===== src/core/tcc_pkg.sv =====
// package for the triple comparator control block
// assumes a classic wishbone slave with 32-bit data, byte addresses
package tcc_pkg;
   // ==========================================================
   // register map (byte addresses)
   localparam logic [3:0] TCC_CTRL1_OFS   = 4'h0;
   localparam logic [3:0] TCC_CTRL2_OFS   = 4'h4;
   localparam logic [3:0] TCC_CTRL3_OFS   = 4'h8;
   localparam logic [3:0] TCC_RESULT_OFS  = 4'hC;
   localparam logic [5:0] TCC_FLAG_OFS    = 6'h10;
   localparam logic [5:0] TCC_MASK_OFS    = 6'h14;
   localparam int         TCC_ADDR_W      = 6;
   // ==========================================================
   // field positions and reset values
   localparam int         TCC_ON_BIT      = 7;
   localparam int         TCC_PINOE_BIT   = 6;
   localparam int         TCC_INV_BIT     = 5;
   localparam int         TCC_REF_BIT     = 2;
   localparam int         TCC_RES_LSB     = 5;
   localparam logic [7:0] TCC_CTRL_RST    = 8'h1F;
   localparam logic [2:0] TCC_RESULT_RST  = 3'h7;
   localparam logic [2:0] TCC_FLAG_RST    = 3'h0;
   localparam logic [2:0] TCC_MASK_RST    = 3'h0;
   localparam int         TCC_NCH         = 3;

   typedef enum logic [1:0] {
      TCC_EV_OFF  = 2'b00,
      TCC_EV_RISE = 2'b01,
      TCC_EV_FALL = 2'b10,
      TCC_EV_ANY  = 2'b11
   } tcc_edge_type;

   typedef enum logic [1:0] {
      TCC_NEG_SECOND = 2'b00,
      TCC_NEG_THIRD  = 2'b01,
      TCC_NEG_SHARED = 2'b10,
      TCC_NEG_BANDGP = 2'b11
   } tcc_neg_type;

   typedef struct packed {
      logic         comparator_on;
      logic         pin_output_enable;
      logic         output_invert;
      tcc_edge_type event_edge_select;
      logic         positive_ref_select;
      tcc_neg_type  negative_channel_select;
   } tcc_ctrl_type;

   // analog mux selects for one channel
   typedef struct packed {
      logic       enable;
      logic       pos_ladder;
      logic [3:0] neg_onehot; // {bandgap, shared/alt, third, second}
   } tcc_mux_type;
endpackage


===== src/core/tcc_top.sv =====
// control and status logic for three analog comparators
// assumes raw compare results arrive asynchronously from the analog cores
`timescale 1ns/1ps
// Function
// - three channels, each own control register
// - comparator_on bit enables the comparator
// - pin_output_enable routes result to pin
// - output_invert inverts pin, status and events
// - event_edge_select picks any, fall, rise, none
// - selecting any-change sets the event flag
// - positive_ref_select picks ladder or pin input
// - negative_channel_select drives inverting input mux
// - code 10: channel 2 uses alternate input
// - small package lacks some inputs; blocked
// - reset control to 1F, results to 1
// - results in bits 7-5, read-only
// - result bit reflects polarity-adjusted comparison
// - raw output high when VIN+ exceeds VIN-
// - flags bits 2-0; write one sets
// - flags set regardless of interrupt mask
// - port direction bit still enables pin
module tcc_top
   import tcc_pkg::*;
#(
   parameter bit SMALL_PACKAGE = 1'b0
) (
   // clock and reset
   input  wire logic                    clk_i,
   input  wire logic                    rst_i,
   // wishbone slave
   input  wire logic                    wb_cyc_i,
   input  wire logic                    wb_stb_i,
   input  wire logic                    wb_we_i,
   input  wire logic [TCC_ADDR_W-1:0]   wb_adr_i,
   input  wire logic [31:0]             wb_dat_i,
   input  wire logic [3:0]              wb_sel_i,
   output logic      [31:0]             wb_dat_o,
   output logic                         wb_ack_o,
   // analog cores
   input  wire logic [TCC_NCH-1:0]      raw_result_i,
   output tcc_mux_type [TCC_NCH-1:0]    mux_sel_o,
   // pins
   input  wire logic [TCC_NCH-1:0]      port_dir_out_i,
   output logic      [TCC_NCH-1:0]      compare_output_pin_o,
   output logic      [TCC_NCH-1:0]      compare_output_pin_oe_o,
   // interrupt
   output logic                         irq_o
);
   // ==========================================================
   // functions
   function automatic logic is_addr(input logic [TCC_ADDR_W-1:0] a, input logic [TCC_ADDR_W-1:0] ofs);
      is_addr = (a[TCC_ADDR_W-1:2] == ofs[TCC_ADDR_W-1:2]);
   endfunction

   // mask unavailable input codes in the small package
   function automatic logic code_allowed(input int ch, input logic [1:0] code);
      code_allowed = 1'b1;
      if (SMALL_PACKAGE) begin
         if (code == TCC_NEG_THIRD && ch != 2)
            code_allowed = 1'b0;
         if (code == TCC_NEG_SHARED && ch == 1)
            code_allowed = 1'b0;
      end
   endfunction

   // ==========================================================
   // registers
   tcc_ctrl_type [TCC_NCH-1:0] ctrl_q;
   logic [TCC_NCH-1:0]         sync1_q;
   logic [TCC_NCH-1:0]         sync2_q;
   logic [TCC_NCH-1:0]         result_q;
   logic [TCC_NCH-1:0]         result_valid_q;
   logic [TCC_NCH-1:0]         flag_q;
   logic [TCC_NCH-1:0]         mask_q;
   logic [TCC_NCH-1:0]         event_d;
   logic [TCC_NCH-1:0]         adj_d;
   logic                       ack_q;
   logic [31:0]                rdata_q;
   logic                       req;
   logic                       wr;
   logic                       wr_lane0;

   assign req      = wb_cyc_i && wb_stb_i && !ack_q;
   assign wr       = req && wb_we_i;
   assign wr_lane0 = wr && wb_sel_i[0];

   // ==========================================================
   // bus slave: one wait cycle, ack for every address
   always_ff @(posedge clk_i) begin
      if (rst_i)
         ack_q <= 1'b0;
      else
         ack_q <= req;
   end
   assign wb_ack_o = ack_q;
   assign wb_dat_o = rdata_q;

   always_ff @(posedge clk_i) begin
      if (rst_i) begin
         rdata_q <= 32'h0000_0000;
      end else if (req && !wb_we_i) begin
         rdata_q <= 32'h0000_0000;
         if (is_addr(wb_adr_i, {2'b00, TCC_CTRL1_OFS}))
            rdata_q[7:0] <= ctrl_q[0];
         else if (is_addr(wb_adr_i, {2'b00, TCC_CTRL2_OFS}))
            rdata_q[7:0] <= ctrl_q[1];
         else if (is_addr(wb_adr_i, {2'b00, TCC_CTRL3_OFS}))
            rdata_q[7:0] <= ctrl_q[2];
         else if (is_addr(wb_adr_i, {2'b00, TCC_RESULT_OFS}))
            rdata_q[7:TCC_RES_LSB] <= result_q;
         else if (is_addr(wb_adr_i, TCC_FLAG_OFS))
            rdata_q[2:0] <= flag_q;
         else if (is_addr(wb_adr_i, TCC_MASK_OFS))
            rdata_q[2:0] <= mask_q;
      end
   end

   // ==========================================================
   // control registers, one per channel
   always_ff @(posedge clk_i) begin
      if (rst_i) begin
         ctrl_q <= {TCC_NCH{TCC_CTRL_RST}};
      end else if (wr_lane0) begin
         if (is_addr(wb_adr_i, {2'b00, TCC_CTRL1_OFS}))
            ctrl_q[0] <= wb_dat_i[7:0];
         if (is_addr(wb_adr_i, {2'b00, TCC_CTRL2_OFS}))
            ctrl_q[1] <= wb_dat_i[7:0];
         if (is_addr(wb_adr_i, {2'b00, TCC_CTRL3_OFS}))
            ctrl_q[2] <= wb_dat_i[7:0];
      end
   end

   // ==========================================================
   // result path: sync, polarity, edge detect
   always_ff @(posedge clk_i) begin
      if (rst_i) begin
         sync1_q <= '0;
         sync2_q <= '0;
      end else begin
         sync1_q <= raw_result_i;
         sync2_q <= sync1_q;
      end
   end

   always_comb begin
      for (int i = 0; i < TCC_NCH; i++) begin
         // raw high means VIN+ above VIN-; a disabled comparator reads as its output_invert bit
         adj_d[i] = (ctrl_q[i].comparator_on & sync2_q[i]) ^ ctrl_q[i].output_invert;
      end
   end

   // result reset to one; first sample after reset seeds the edge history
   always_ff @(posedge clk_i) begin
      if (rst_i) begin
         result_q       <= TCC_RESULT_RST;
         result_valid_q <= '0;
      end else begin
         result_q       <= adj_d;
         result_valid_q <= '1;
      end
   end

   always_comb begin
      for (int i = 0; i < TCC_NCH; i++) begin
         event_d[i] = 1'b0;
         if (result_valid_q[i]) begin
            case (ctrl_q[i].event_edge_select)
               TCC_EV_RISE: event_d[i] = adj_d[i] & ~result_q[i];
               TCC_EV_FALL: event_d[i] = ~adj_d[i] & result_q[i];
               TCC_EV_ANY:  event_d[i] = adj_d[i] ^ result_q[i];
               default:     event_d[i] = 1'b0;
            endcase
         end
      end
   end

   // ==========================================================
   // event flags: set wins over clear; write one also sets
   logic [TCC_NCH-1:0] any_sel;
   always_comb begin
      for (int i = 0; i < TCC_NCH; i++) begin
         // every control write that selects any-change mode raises the flag
         any_sel[i] = wr_lane0 && is_addr(wb_adr_i, 6'(4 * i))
                      && (wb_dat_i[4:3] == TCC_EV_ANY);
      end
   end

   always_ff @(posedge clk_i) begin
      if (rst_i) begin
         flag_q <= TCC_FLAG_RST;
      end else begin
         for (int i = 0; i < TCC_NCH; i++) begin
            if (event_d[i] || any_sel[i])
               flag_q[i] <= 1'b1;
            else if (wr_lane0 && is_addr(wb_adr_i, TCC_FLAG_OFS))
               flag_q[i] <= wb_dat_i[i];
         end
      end
   end

   always_ff @(posedge clk_i) begin
      if (rst_i)
         mask_q <= TCC_MASK_RST;
      else if (wr_lane0 && is_addr(wb_adr_i, TCC_MASK_OFS))
         mask_q <= wb_dat_i[2:0];
   end

   assign irq_o = |(flag_q & mask_q);

   // ==========================================================
   // analog mux selects and pins
   always_comb begin
      for (int i = 0; i < TCC_NCH; i++) begin
         mux_sel_o[i].enable     = ctrl_q[i].comparator_on;
         mux_sel_o[i].pos_ladder = ctrl_q[i].positive_ref_select;
         mux_sel_o[i].neg_onehot = 4'h0;
         // code 10 on channel 2 means the alternate input: the mux wires it
         if (code_allowed(i, ctrl_q[i].negative_channel_select))
            mux_sel_o[i].neg_onehot[ctrl_q[i].negative_channel_select] = 1'b1;
      end
   end

   always_ff @(posedge clk_i) begin
      if (rst_i) begin
         compare_output_pin_o    <= '0;
         compare_output_pin_oe_o <= '0;
      end else begin
         for (int i = 0; i < TCC_NCH; i++) begin
            compare_output_pin_o[i]    <= adj_d[i];
            compare_output_pin_oe_o[i] <= ctrl_q[i].pin_output_enable & port_dir_out_i[i];
         end
      end
   end
endmodule


===== config.mk =====
export PLATFORM = sky130hd
export DESIGN_NAME = tcc_top
export DESIGN_NICKNAME = d
export VERILOG_FILES = /design/src/core/tcc_pkg.sv /design/src/core/tcc_top.sv
export SDC_FILE = /design/constraint.sdc
export NUM_CORES = 1
export LEC_CHECK = 0
export BUFFER_PORTS_ARGS = -buffer_cell sky130_fd_sc_hd__buf_4
export CAP_MARGIN = 10
export CORE_MARGIN = 2
export CORE_UTILIZATION = 52
export DETAILED_ROUTE_END_ITERATION = 6
export HOLD_SLACK_MARGIN = 0.03
export PLACE_DENSITY = 0.85
export SLEW_MARGIN = 20
export SYNTH_ARGS = -nofsm -noshare
export SYNTH_HDL_FRONTEND = slang
export SYNTH_SLANG_ARGS = --single-unit
export TNS_END_PERCENT = 5

===== constraint.sdc =====
create_clock -name clk_i -period 3 [get_ports clk_i]
set_input_delay 0.6 -clock clk_i [delete_from_list [all_inputs] [get_ports clk_i]]
set_output_delay 0.6 -clock clk_i [all_outputs]
set_load 0.01 [all_outputs]

==> flow_metrics.tcl <==
set metrics [dict create \
    fin_nets 402 \
    max_stage_delay_ps 580 \
    die-area_um2 5850 \
    hold_start "sync1_q[0]$_SDFF_PP0_" \
    port-buffer-count 57 \
    cpMaxStageDelayCell "or4_4" \
    rrSetupSlack_ps 1160 \
    num_io_pins 111 \
    yosysSeqAreaShare 0.403 \
    sw_frac_of_total 0.240 \
    antenna_found_initial 0 \
    rr_worst_depth 8 \
    drt_wl_total_um 6080 \
    row_count 26 \
    drive_gt1_frac 0.227 \
    fin_crit_ps 2010 \
    postSynthAreaPerCell_um2 9.30 \
    cts_tree "done" \
    ys_ff_latch 55 \
    grt_max_degree 35 \
    rr_endpoint "flag_q[0]$_SDFFE_PP0P_" \
    grt_overflow 0 \
    fin_total_pwr_mw 1.41 \
    path_cells "buf_4, or4_4, nor3_4, mux2i_1, nand2_1" \
    crit_path_start "wb_adr_i[4]" \
    worst_pin_slew_ps 711 \
    period_share 0.669 \
    chipWidth_um 76.5 \
    via_count 2195 \
    grt_setup_unrepaired "false" \
    synth_edf_count 0 \
    p_comb_frac 0.094 \
    yosys_warnings 0 \
    ys_types 41 \
    track_usage 0.209 \
    hold_violations 0 \
    clkTransAtPathRegs_ps 100 \
    hold_slack_ps 458 \
    p_sw_mw 0.340 \
    path_max_fanout 13 \
    drt_first_iter_violations 107 \
    status "finished, final reports clean" \
    internal-power_mw 1.07 \
    coreArea_um2 5070 \
    initial_core_util 0.539 \
    synth_top_area_cell "dfxtp_1" \
    grt_pass1_vias 2097 \
    cp_data_arrival_time_ps 2190 \
    seq_power_share 0.534 \
    worst_ir_drop_vdd_mv 0.242 \
    synthFlopType "dfxtp_1" \
    pwr-share-clk 0.372 \
    synthTopCellsByCount "55 x dfxtp_1, 33 x nor2_1, 30 x buf_4, 30 x mux2i_1, 28 x nand2_1" \
    clock_sinks 55 \
    hold_path.class "register to register" \
    worst_setup_path_end_kind "register" \
    synth.area.top_cells "dfxtp_1 40%, mux2i_1 11%, buf_4 8.2%" \
    netlist_area_um2 2730 \
    drc_errors 0 \
    grt_pass1_wl_um 9850 \
    power_leakage_nw 1.38 \
    worstReg2RegStart "mux_sel_o[5]$_SDFFE_PP0P_" \
    fp.dieH_um 76.5 \
    drt-pass1-iter-count 5 \
    root_buffer "clkbuf_8" \
    dp_hpwl_um 4280 \
    synthCells 294 \
    routedWlPerCell_um 14.7 \
    ant_nets 0 \
    ctsResizeCount 0 \
    cts_hold_buf 0 \
    via_per_inst 5.30 \
    setup_viol 0 \
    diodes 0 \
    htree_num_levels 2 \
    cp.required_ps 3180 \
    clk_latency_ps 320 \
    critical_path_class "input pin to register" \
    cap_violations 0 \
    startpoint_type "input pin" \
    max_slew_margin 0.525 \
    fin_skew_ps 8.86 \
    synth_most_common_cell "dfxtp_1" \
    routabilityCongestion 0.843 \
    syn_to_final_growth_pct 16.4 \
    setup_tns_ps 0 \
    synth_top_area_share 0.403 \
    fmax_ghz 0.498 \
    power.density_nw_per_um2 444 \
    async_flop_share 0 \
    drv_slew 0 \
    crit_path_end "ctrl_q[4]$_SDFFE_PP1P_" \
    cts_setup_buffers 0 \
    cts_max_path_buffers 2 \
    numCtsBuffers 5 \
]
layout by cell type (no fill, tap or decap), drive strengths merged, types with 3 or more instances in the layout:
cell | Yosys | final
ha | 6 | 6
xor2 | 3 | 3
o41ai | 3 | 3
nor2 | 33 | 33
a221oi | 3 | 3
a21oi | 5 | 5
a21boi | 3 | 3
nand2b | 7 | 7
a31oi | 3 | 3
o21ai | 6 | 6
nor2b | 15 | 15
dfxtp | 55 | 55
a211oi | 5 | 5
mux2 | 3 | 3
nand3 | 6 | 6
and3 | 3 | 3
buf | 36 | 61
clkbuf | 6 | 6
and2 | 3 | 3
inv | 8 | 9
nand4 | 4 | 4
mux2i | 30 | 30
conb | 1 | 24
nand2 | 28 | 28
a22o | 3 | 3
flip-flops by register name (all words and copies together), names as in the netlist:
register / count
mux_sel_o: 6
wb_ack_o: 1
result_q: 3
flag_q: 3
compare_output_pin_o: 3
result_valid_q: 1
wb_dat_o: 8
compare_output_pin_oe_o: 3
ctrl_q: 18
mask_q: 3
sync1_q: 3
sync2_q: 3
worst max-delay path: cells and delay by family:
kind                   cells  cell delay (ps)
buffers and inverters      1              170
muxes                      1              250
and+or+nand+nor            3             1150
logic make-up (layout without fill, tap and decap cells):
kind of cell,Yosys count,in the layout,synth area share
other,1,24,0.00137
multiplexers,33,33,0.122
XOR/XNOR,3,3,0.00961
AO/OA/AOI/OAI,34,34,0.0870
AND/OR/NAND/NOR,112,112,0.227
adder cells (fa/ha/maj),6,6,0.0275
buffers and inverters,50,77,0.123
flip-flops,55,55,0.403
routing by layer:
layer | part of all wire | global-route usage | up-vias
met3 | 0.065 | 0.0355 | 13
li1 | - | - | 1049
met2 | 0.51 | 0.373 | 88
met5 | 0 | 0 | -
met1 | 0.41 | 0.244 | 1045
met4 | 0.018 | 0.0927 | 0
through the flow:
stage | instance area, um^2 | std cells | util | worst slack, ps
after floorplan | 2820 | 317 | - | 979
after global placement | 3060 | 406 | 0.603 | 698
after detailed placement | 3060 | 406 | 0.603 | 659
after CTS | 3180 | 414 | 0.627 | 1000
after global routing | 3180 | 414 | 0.627 | 926
final | 3180 | 414 | 0.627 | 993
power groups by stage:
stage / clock network (mW) / logic (mW) / registers, mW
floorplan: 0 / 0.102 / 0.770
global placement: 0 / 0.129 / 0.770
detailed placement: 0 / 0.132 / 0.771
CTS: 0.530 / 0.132 / 0.754
global route: 0.560 / 0.146 / 0.756
finish: 0.526 / 0.133 / 0.754
area by class of cell:
cell class / count / area, um^2
timing repair buffer: 61 / 458
inverter: 8 / 30.0
multi-input combinational: 212 / 1380
clock buffer: 6 / 82.6
sequential: 55 / 1100
clock inverter: 2 / 38.8
fill: 433 / 1890
tap: 70 / 87.6
worst min-delay path by stage:
stage                            endpoint  cells after the start
global route        sync2_q[2]$_SDFF_PP0_                      1
global placement    sync2_q[0]$_SDFF_PP0_                      1
CTS                 sync2_q[0]$_SDFF_PP0_                      1
finish              sync2_q[0]$_SDFF_PP0_                      1
detailed placement  sync2_q[0]$_SDFF_PP0_                      1
floorplan           sync2_q[0]$_SDFF_PP0_                      1
(Power assumes the default switching activity.)
